$ cat src/adpdc_pkg.sv
package adpdc_pkg;

	// Power states, one-hot
	typedef enum logic [3:0] {
		ST_ACTIVE = 4'h1,
		ST_AUTO = 4'h2,
		ST_SOFT = 4'h4,
		ST_HARD = 4'h8
	} adpdc_state_t;

	// Serial word layout
	localparam int WORD_W = 16;
	localparam int CNT_W = 4;
	localparam logic [WORD_W-1:0] SW_PD_WORD = 16'h8000;
	localparam logic [3:0] CMD_CFG_WRITE = 4'ha;
	localparam int CFG_W = 12;
	localparam logic [CFG_W-1:0] CFG_RST = 12'h000;
	// Reference select position in the configuration word: 1 = external
	localparam int CFG_REF_EXT_BIT = 11;

	// Synchroniser lanes
	localparam int PIN_W = 6;
	localparam int P_SCLK = 0;
	localparam int P_CS_N = 1;
	localparam int P_FRAME = 2;
	localparam int P_START_N = 3;
	localparam int P_PD_N = 4;
	localparam int P_SDI = 5;
	localparam logic [PIN_W-1:0] PIN_RST = 6'h1a;

	// Reference warm-up time
	localparam longint CLK_HZ = 40000000;
	localparam longint WARMUP_MS = 20;
	localparam int WARMUP_CYC = int'((WARMUP_MS * CLK_HZ) / 1000);
	localparam int WARM_W = 20;
	localparam logic [WARM_W-1:0] WARM_ZERO = 20'h00000;

endpackage

$ cat src/adpdc_sync.sv
`timescale 1ns/1ps
module adpdc_sync
	#(
	parameter int W = 1,
	parameter logic [W-1:0] RST_VAL = '0
	)
	(
	input wire logic ref_clk,
	input wire logic reset,
	input wire logic [W-1:0] async_in,
	output logic [W-1:0] sync_out
	);

	logic [W-1:0] meta_q;
	logic [W-1:0] meta_d;
	logic [W-1:0] sync_q;
	logic [W-1:0] sync_d;

	always_comb
	begin
		meta_d = async_in;
		sync_d = meta_q;
	end

	always_ff @(posedge ref_clk)
	begin
		if (reset)
		begin
			meta_q <= RST_VAL;
			sync_q <= RST_VAL;
		end
		else
		begin
			meta_q <= meta_d;
			sync_q <= sync_d;
		end
	end

	assign sync_out = sync_q;

endmodule

$ cat src/adpdc_top.sv
`timescale 1ns/1ps
// Notes on behaviour
// - Drop into automatic low-power as soon as each conversion finishes.
// - Keep the internal reference powered during automatic low-power.
// - Wake from automatic low-power within half an SCLK of select activity.
// - Command word 8000h enters software power-down, reference off too.
// - Power-down pin forces full power-down at once, SCLK not needed.
// - Select, frame sync or conversion start wakes software power-down.
// - External reference ready at once; internal needs about 20 ms warm-up after power-down, none after reset.
// - Power-down never changes the stored configuration word.
// - Any power-down restarts the channel sweep from its first channel.
// - Entering any power-down empties the result FIFO.
// - Configuration write loads 12 bits, no end-of-conversion, no conversion.
// - Configuration selects internal or external reference, deciding warm-up.
module adpdc_top
	import adpdc_pkg::*;
	#(
	parameter int WARMUP_CYCLES = WARMUP_CYC
	)
	(
	input wire logic ref_clk,
	input wire logic reset,
	input wire logic sclk,
	input wire logic cs_n,
	input wire logic frame_sync,
	input wire logic conversion_start_pin_n,
	input wire logic power_down_pin_n,
	input wire logic sdi,
	input wire logic conv_done,
	output logic analog_on,
	output logic ref_on,
	output logic ready,
	output logic [CFG_W-1:0] config_word,
	output logic config_loaded,
	output logic fifo_clear,
	output logic sweep_restart,
	output logic [3:0] power_state
	);

	////////////////////////////////////////////////////////////////////////
	// Pin synchronisers and edge detection

	logic [PIN_W-1:0] pins_s;
	logic [PIN_W-1:0] prev_q;
	logic [PIN_W-1:0] prev_d;
	logic sclk_rise;
	logic cs_fall;
	logic frame_rise;
	logic start_fall;
	logic wake_evt;
	logic pd_n_s;
	logic selected;

	adpdc_sync #(.W(PIN_W), .RST_VAL(PIN_RST)) u_sync (
		.ref_clk(ref_clk),
		.reset(reset),
		.async_in({sdi, power_down_pin_n, conversion_start_pin_n, frame_sync, cs_n, sclk}),
		.sync_out(pins_s)
	);

	always_comb
	begin
		prev_d = pins_s;
		pd_n_s = pins_s[P_PD_N];
		selected = !pins_s[P_CS_N];
		sclk_rise = pins_s[P_SCLK] && !prev_q[P_SCLK];
		cs_fall = !pins_s[P_CS_N] && prev_q[P_CS_N];
		frame_rise = pins_s[P_FRAME] && !prev_q[P_FRAME];
		start_fall = !pins_s[P_START_N] && prev_q[P_START_N];
		wake_evt = cs_fall || frame_rise || start_fall;
	end

	always_ff @(posedge ref_clk)
	begin
		if (reset)
			prev_q <= PIN_RST;
		else
			prev_q <= prev_d;
	end

	////////////////////////////////////////////////////////////////////////
	// Serial word capture and decode

	logic [WORD_W-1:0] shift_q;
	logic [WORD_W-1:0] shift_d;
	logic [CNT_W-1:0] bit_q;
	logic [CNT_W-1:0] bit_d;
	logic [WORD_W-1:0] word;
	logic word_done;
	logic sw_hit;
	logic cfg_hit;
	logic [CFG_W-1:0] cfg_q;
	logic [CFG_W-1:0] cfg_d;
	logic cfg_ld_q;
	logic cfg_ld_d;

	always_comb
	begin
		shift_d = shift_q;
		bit_d = bit_q;
		word = {shift_q[WORD_W-2:0], pins_s[P_SDI]};
		word_done = selected && sclk_rise && (bit_q == 4'hf) && pd_n_s;
		sw_hit = word_done && (word == SW_PD_WORD);
		cfg_hit = word_done && (word[WORD_W-1:CFG_W] == CMD_CFG_WRITE);
		if (!selected || frame_rise)
			bit_d = 4'h0;
		else if (sclk_rise)
		begin
			shift_d = word;
			bit_d = bit_q + 4'h1;
		end
		// Only a configuration write touches the word, never a power state
		cfg_d = cfg_hit ? word[CFG_W-1:0] : cfg_q;
		cfg_ld_d = cfg_hit;
	end

	always_ff @(posedge ref_clk)
	begin
		if (reset)
		begin
			shift_q <= 16'h0000;
			bit_q <= 4'h0;
			cfg_q <= CFG_RST;
			cfg_ld_q <= 1'b0;
		end
		else
		begin
			shift_q <= shift_d;
			bit_q <= bit_d;
			cfg_q <= cfg_d;
			cfg_ld_q <= cfg_ld_d;
		end
	end

	////////////////////////////////////////////////////////////////////////
	// Power state machine

	adpdc_state_t state_q;
	adpdc_state_t state_d;
	logic pd_enter;
	logic pd_exit;
	logic ref_ext;
	logic clr_q;
	logic clr_d;

	always_comb
	begin
		state_d = state_q;
		if (!pd_n_s)
			state_d = ST_HARD;
		else
		begin
			unique case (state_q)
				ST_ACTIVE:
				begin
					if (sw_hit)
						state_d = ST_SOFT;
					else if (conv_done)
						state_d = ST_AUTO;
				end
				ST_AUTO:
				begin
					if (sw_hit)
						state_d = ST_SOFT;
					else if (wake_evt)
						state_d = ST_ACTIVE;
				end
				ST_SOFT:
				begin
					if (wake_evt)
						state_d = ST_ACTIVE;
				end
				ST_HARD:
					state_d = ST_ACTIVE;
				default:
					state_d = ST_ACTIVE;
			endcase
		end
		pd_enter = (state_d == ST_SOFT || state_d == ST_HARD)
			&& !(state_q == ST_SOFT || state_q == ST_HARD);
		pd_exit = (state_q == ST_SOFT || state_q == ST_HARD) && state_d == ST_ACTIVE;
		clr_d = pd_enter;
	end

	always_ff @(posedge ref_clk)
	begin
		if (reset)
		begin
			state_q <= ST_ACTIVE;
			clr_q <= 1'b0;
		end
		else
		begin
			state_q <= state_d;
			clr_q <= clr_d;
		end
	end

	////////////////////////////////////////////////////////////////////////
	// Reference warm-up

	logic [WARM_W-1:0] warm_q;
	logic [WARM_W-1:0] warm_d;

	always_comb
	begin
		ref_ext = cfg_q[CFG_REF_EXT_BIT];
		warm_d = warm_q;
		if (pd_exit)
			warm_d = ref_ext ? WARM_ZERO : WARMUP_CYCLES[WARM_W-1:0];
		else if (warm_q != WARM_ZERO)
			warm_d = warm_q - 20'h00001;
	end

	always_ff @(posedge ref_clk)
	begin
		if (reset)
			warm_q <= WARM_ZERO;
		else
			warm_q <= warm_d;
	end

	////////////////////////////////////////////////////////////////////////
	// Outputs

	assign analog_on = (state_q == ST_ACTIVE);
	assign ref_on = (state_q == ST_ACTIVE) || (state_q == ST_AUTO);
	assign ready = ref_on && (warm_q == WARM_ZERO);
	assign config_word = cfg_q;
	assign config_loaded = cfg_ld_q;
	assign fifo_clear = clr_q;
	assign sweep_restart = clr_q;
	assign power_state = state_q;
endmodule

$ cat config.mk
export PLATFORM = sky130hd
export DESIGN_NAME = adpdc_top
export DESIGN_NICKNAME = d
export VERILOG_FILES = /design/src/adpdc_pkg.sv /design/src/adpdc_sync.sv /design/src/adpdc_top.sv
export SDC_FILE = /design/constraint.sdc
export NUM_CORES = 1
export LEC_CHECK = 0
export ABC_AREA = 1
export BUFFER_PORTS_ARGS = -buffer_cell sky130_fd_sc_hd__buf_2
export CAP_MARGIN = 20
export CORE_MARGIN = 5
export CORE_UTILIZATION = 35
export DETAILED_ROUTE_END_ITERATION = 8
export PLACE_DENSITY = 0.55
export SKIP_LAST_GASP = 1
export SLEW_MARGIN = 20
export SYNTH_ARGS = -nofsm -noshare
export SYNTH_HDL_FRONTEND = slang
export SYNTH_SLANG_ARGS = --single-unit
$ cat constraint.sdc
create_clock -name ref_clk -period 2.9 [get_ports ref_clk]
set_clock_uncertainty 0.15 [all_clocks]
set_input_delay 0 -clock ref_clk [delete_from_list [all_inputs] [get_ports ref_clk]]
set_output_delay 0 -clock ref_clk [all_outputs]
set_load 0.01 [all_outputs]
==> summary.md, run 1 <==
| Metric | Value |
|---|---|
| Status | `completed` |
| Drt wl/cell | `between 10 and 15 µm` |
| CTS buffer count | `9` |
| DR vias | `about 2,600` |
| Number of vias per cell | `about 4.6` |
| Crit. End Element | `flop` |
| DRT Wirelength | `approximately 6.2 mm` |
| Placeable Area | `between 0.008 and 0.009 mm²` |
| Layout cell share with drive strength beyond 1 | `roughly 18%` |
| DRC | `0` |
| Worst vdd ir | `around 0.33 mV` |
| Max H-tree Level | `3` |
| Root Buffer | `clkbuf_8` |
| Worst endpoint required time | `around 3000 ps` |
| Ys Warns | `0` |
| Relative slew slack | `roughly a third` |
| Setup TNS Final | `0 ps` |
| Clock transition at path regs | `70 ps` |
| WHS | `15.7 ps` |
| Crit-path cells | `ha_1 -> nand4_1 -> nor2_2 -> and2_1 -> inv_1 -> o21ai_0 -> a21oi_1` |
| Initial antenna violation count | `0` |
| Register area share after synthesis | `47.0%` |
| Final hold viol count | `0` |
| Slowest-stage cell, CP | `and2_1` |
| Remaining Overflow, GRT | `0` |
| Fin crit share | `between 70% and 80%` |
| Switch Pwr | `1040 µW` |
| Max Clk Rate | `467 MHz` |
| Power Density | `between 700 and 800 mW/mm²` |
| Max_cap viols | `0` |
| Final ANT Viol Nets | `0` |
| Largest net degree at the start of global routing | `35` |
| Slew Limit Fails | `0` |
| Global-route wire length before repair | `about 11 mm` |
| Worst hold path class | `input pin to flop` |
| Flop pwr share | `43.1%` |
| Routability cong. | `approximately 0.83` |
| Net Sw Frac | `between 30% and 40%` |
| Asr flop ratio synth | `0%` |
| Number of global-route vias before repair | `2,406` |
| Clock power share | `~22%` |
| Worst-Margin Slew | `between 900 and 1000 ps` |
| Hpwl dp | `4.28 mm` |
| RSZ-0062 raised after global routing | `false` |
| Initial Util | `about 36%` |
| Finish-stage setup viols | `0` |
| Clock Sinks | `73` |
| Placed Area | `approximately 0.0033 mm²` |
| Internal power | `approximately 1800 µW` |
| Leak Pwr | `about 0.0017 µW` |
| Area growth from synthesis to final layout | `15.3%` |
| Number of I/O pins | `31` |
| Area share of the largest cell type after synthesis | `47.0%` |
| Hold_sp | `conv_done` |
| Most frequent cells after synthesis | `nor2_1 (98), dfxtp_1 (73), inv_1 (45)` |
| Max FO, Critical Path | `14` |
| Count leader, synth | `nor2_1` |
| Beginning of the critical path | `bit_q[0]` |
| IO buf count | `30` |
| Yosys cell types | `37` |
| Die area | `0.0109 mm²` |
| Max clock buf depth | `2` |
| # rows | `34` |
| Die height | `approximately 100 µm` |
| Min cycle time layout | `between 2000 and 2500 ps` |
| CTS tree | `built` |
| Combinational group share of total power | `34.6%` |
| Avg Cell Area, Syn | `roughly 7.6 µm²` |
| Mapped Nets | `~420` |
| Die width | `around 100 µm` |
| Largest stage delay, worst path | `~400 ps` |
| Later-pin clock latency in the skew report | `330 ps` |
| Most used DFF post-synth | `dfxtp_1` |
| Antenna Cells | `0` |
| Post-synth EDFFs | `0` |
| Fill cell count | `934` |
| Resize count post-CTS | `0` |
| Flop2flop setup slack | `approximately 760 ps` |
| Synth Cell Area | `0.00311 mm²` |
| WS Path Type | `flop to flop` |
| Arr. time, crit path | `between 2000 and 2500 ps` |
| Post-layout nets | `approximately 460` |
| Synth area leader | `dfxtp_1` |
| Register bit count reported by yosys | `73` |
| Final Cell Area | `0.00358 mm²` |
| FF-to-FF Start | `bit_q[0]` |
| Syn Inst Count | `~410` |
| Total GRT Usage | `11.8%` |
| Initial DRC Count | `between 100 and 150` |
| Element type at the critical path start | `flop` |
| Drt pass-1 iters | `4` |
| Top post-synthesis cells by area | `dfxtp_1 (47%), nor2_1 (12%), inv_1 (5.4%)` |
[area by class of cell]
cell class	count	area, µm²	area share, %
multi-input cells	278	1410	39.4
well taps	108	135	3.77
repair buffers	41	258	7.19
clock buffers	9	124	3.46
inverters	45	169	4.71
clock inverters	4	23.8	0.663
flip-flops and latches	73	1460	40.8
[timing repair]
| action | CTS | global route |
|---|---|---|
| setup buffers | 0 | 0 |
| hold buffers | 10 | 0 |
| hold endpoints to repair | 16 | 0 |
[path summary, 6_finish.rpt]
kind,endpoint,depth (start not counted)
hold / removal,power_state[1],5
setup reg to reg,config_word[11],7
setup / recovery,config_word[11],7
hold reg to reg,u_sync.sync_out[2],2
[cell families after synthesis]
kind of cell    synth area share [%]
compound gates                  7.97
xor+xnor                        3.10
flops                           47.0
simple gates                    33.6
fa+ha+maj                      0.805
buf+inv                         7.53
[layer usage]
| layer | share of wire, % | vias to the layer above | GRT usage (%) |
|---|---|---|---|
| li1 | - | 1373 | - |
| met1 | 50 | 1145 | 15.5 |
| met2 | 46 | 36 | 18.8 |
| met3 | 3.6 | 2 | 3.35 |
| met4 | 0.37 | 0 | 3.79 |
| met5 | 0 | - | 0 |
[worst max-delay path, delay by kind of cell, from the launching register on]
kind            cells  cell delay (ps)
simple gates        3              700
flops               1              360
buf+inv             1              330
compound gates      2              300
fa+ha+maj           1              170
[per-stage QoR]
step                setup slack [ps]  power (µW)  instances  utilization (%)
finish                           757        2840        558             41.3
global route                     492        3090        558             41.3
CTS                              683        2880        558             41.3
detailed placement               711        2220        535             38.5
global placement                 715        2210        535             38.5
floorplan                       1170        2050        408                -
[cell usage in the layout, fill, tap and decap left out, types with 4 or more instances in the layout]
| cell type | netlist | layout |
|---|---|---|
| buf_2 | 1 | 30 |
| nand2_1 | 44 | 44 |
| nor2_2 | 11 | 11 |
| nand4_1 | 6 | 6 |
| nand3_2 | 4 | 4 |
| nand2_2 | 4 | 4 |
| or2_2 | 7 | 7 |
| xor2_1 | 9 | 9 |
| dfxtp_1 | 73 | 73 |
| dlygate4sd3_1 | 0 | 10 |
| clkbuf_8 | 0 | 9 |
| nor3_1 | 11 | 11 |
| inv_1 | 45 | 45 |
| nor2_1 | 98 | 98 |
| o21ai_0 | 28 | 28 |
| nand3_1 | 15 | 15 |
| a21oi_1 | 15 | 15 |
[sequential cells by signal (all words and copies together) (netlist names)]
signal	cells
warm_q	20
u_sync.meta_q	6
config_word	12
u_sync.sync_out	6
power_state	4
shift_q	15
fifo_clear	1
bit_q	4
prev_q	4
config_loaded	1
[power groups by stage]
stage	sequential (µW)	clock [µW]	combinational (µW)
after detailed placement	1240	0	976
after CTS	1220	669	993
after global routing	1240	711	1140
final	1220	635	982
after global placement	1240	0	970
after floorplan	1220	0	832
No activity file was read; power rests on OpenSTA's default activity.
==> run 2, diff against run 1 <==
Settings changed: PLACE_DENSITY 0.55 to 0.57.
Clock period 2.9 ns to 1.9 ns, I/O delays scaled along.
==> summary.md, run 2 (synthesis results as in run 1) <==
| Metric | Value |
|---|---|
| Die height | `~100 µm` |
| Min cycle time layout | `about 1900 ps` |
| Die width | `104 µm` |
| Element type at the critical path start | `flop` |
| Drt wl/cell | `around 12 µm` |
| Largest stage delay, worst path | `between 300 and 400 ps` |
| Power Density | `between 1000 and 1500 mW/mm²` |
| Max FO, Critical Path | `6` |
| Final ANT Viol Nets | `0` |
| Initial DRC Count | `110` |
| Largest net degree at the start of global routing | `28` |
| RSZ-0062 raised after global routing | `true` |
| Switch Pwr | `1870 µW` |
| Flop pwr share | `about 37%` |
| CTS buffer count | `9` |
| Global-route wire length before repair | `11.4 mm` |
| Reg2Reg Capture Point | `warm_q[8]` |
| Placeable Area | `roughly 0.0087 mm²` |
| Root Buffer | `clkbuf_8` |
| Flop2flop setup slack | `30 ps` |
| Relative slew slack | `roughly three fifths` |
| FF-to-FF Start | `bit_q[0]` |
| Number of I/O pins | `31` |
| Worst-Margin Slew | `around 600 ps` |
| Drt pass-1 iters | `4` |
| Fill cell count | `approximately 890` |
| Storage cell area | `about 0.0015 mm²` |
| Finish-stage setup viols | `0` |
| WS Path Type | `flop to flop` |
| Status | `completed` |
| Layout cell share with drive strength beyond 1 | `between 20% and 30%` |
| Clock transition at path regs | `approximately 70 ps` |
| Max H-tree Level | `3` |
| # rows | `34` |
| Commonest non-fill, non-tap cells in the layout | `nor2_1 (94), dfxtp_1 (66), inv_1 (42), nand2_1 (42), buf_2 (30)` |
| Crit path capture | `warm_q[8]` |
| Initial antenna violation count | `0` |
| DRC | `0` |
| Most common cell after layout, fill and taps aside | `nor2_1` |
| Die area | `0.0109 mm²` |
| Slew Limit Fails | `0` |
| Initial Util | `between 30 and 40%` |
| Arr. time, crit path | `1990 ps` |
| Clock Sinks | `73` |
| IO buf count | `30` |
| Number of global-route vias before repair | `2,516` |
| Multi-input gate area | `0.00158 mm²` |
| DR vias | `around 2,700` |
| Post-layout nets | `~490` |
| Worst vdd ir | `just under 0.6 mV` |
| Final Util | `between 40% and 50%` |
| Remaining Overflow, GRT | `0` |
| Max_cap viols | `0` |
| DRT Wirelength | `about 7.1 mm` |
| Worst endpoint required time | `roughly 2000 ps` |
| Worst hold path class | `input pin to flop` |
| CTS tree | `built` |
| Crit. End Element | `flop` |
| Crit-path cells | `ha_4 -> nand4_1 -> nor2_2 -> nand3_2 -> nor2_1 -> nor2_2 -> nand4_4 -> nand2_2 -> nand2_4 -> a21oi_2` |
| Combinational group share of total power | `around two fifths` |
| Routability cong. | `between 0.7 and 0.8` |
| Slowest-stage cell, CP | `dfxtp_4` |
| Antenna Cells | `0` |
| Max Clk Rate | `about 540 MHz` |
| Leak Pwr | `around 0.0018 µW` |
| CP dominant cell by count | `nor2_2` |
| Biggest register | `warm_q` |
| Net Sw Frac | `between 30% and 40%` |
| Area growth from synthesis to final layout | `29.6%` |
| Max reg flops | `20` |
| Later-pin clock latency in the skew report | `340 ps` |
| Beginning of the critical path | `bit_q[0]` |
| Max clock buf depth | `2` |
| Number of vias per cell | `about 4.6` |
| Internal power | `approximately 3300 µW` |
| Total GRT Usage | `~12%` |
| Reg2Reg Depth | `10` |
| Final hold viol count | `0` |
| Clock power share | `between 20 and 25%` |
| WHS | `97.1 ps` |
| Hpwl dp | `4.54 mm` |
| Fin crit share | `a little over nine tenths` |
## run 2: cell count changes in the layout (fill, tap and decap cells not counted), moves of 4 or more
| cell | delta |
|---|---|
| buf_4 | +24 |
| dfxtp_1 | -7 |
| dfxtp_2 | +6 |
| a21oi_1 | -5 |
| a21oi_2 | +5 |
| nor3_1 | -5 |
| nor2_1 | -4 |
| nor3_2 | +4 |
## run 2: layout make-up
cell class,count,area share (%)
clock inverters,4,1.27
flip-flops and latches,73,36.5
repair buffers,68,11.6
multi-input cells,280,39.2
inverters,45,4.19
well taps,108,3.35
clock buffers,12,3.85
## run 2: worst max-delay path: cells and delay by family (launching register included)
kind                     cells  cell delay (ps)
AND/OR/NAND/NOR              8             1010
flip-flops                   1              360
adder cells (fa/ha/maj)      1              150
AO/OA/AOI/OAI                1              120
## run 2: metal layers
layer,vias to the layer above,GRT usage (%),wire length (µm)
met2,36,21.3,3580
met5,-,0,0
met3,6,2.98,174
li1,1439,-,-
met1,1252,15.4,3320
met4,0,4.35,63
## run 2: timing repair
item	CTS	global route
setup buffers	2	12
pin swaps	2	14
hold buffers	13	0
endpoints found under the setup margin	3	23
resized for setup	4	37
endpoints found under the hold margin	24	0
cloned	0	2
## run 2: worst min path at each step
| stage | slack [ps] | start | depth (start not counted) | to |
|---|---|---|---|---|
| final | 100 | conv_done | 6 | power_state[1] |
| after global routing | 130 | conv_done | 6 | power_state[1] |
| after global placement | 40 | power_down_pin_n | 2 | u_sync.meta_q[4] |
| after CTS | 20 | conv_done | 5 | power_state[1] |
| after floorplan | -50 | cs_n | 1 | u_sync.meta_q[1] |
| after detailed placement | 40 | power_down_pin_n | 2 | u_sync.meta_q[4] |
## run 2: per-stage QoR
step           setup TNS [ps]  std cells  setup WS, ps  area, µm²  total power, µW
2_1_floorplan               0        408           169       3110             3130
3_3_place_gp                0        545          47.0       3410             3480
3_5_place_dp            -20.3        545         -11.2       3410             3500
4_1_cts                     0        576          4.64       3780             4840
5_1_grt                  -301        590         -46.3       4030             5510
6_report                    0        590          33.6       4030             5140
## run 2: power groups by stage
stage                     sequential, µW  clock (µW)  combinational [µW]
after floorplan                     1860           0                1270
after global placement              1890           0                1590
after CTS                           1860        1290                1690
after detailed placement            1900           0                1600
after global routing                1910        1350                2240
final                               1880        1240                2010
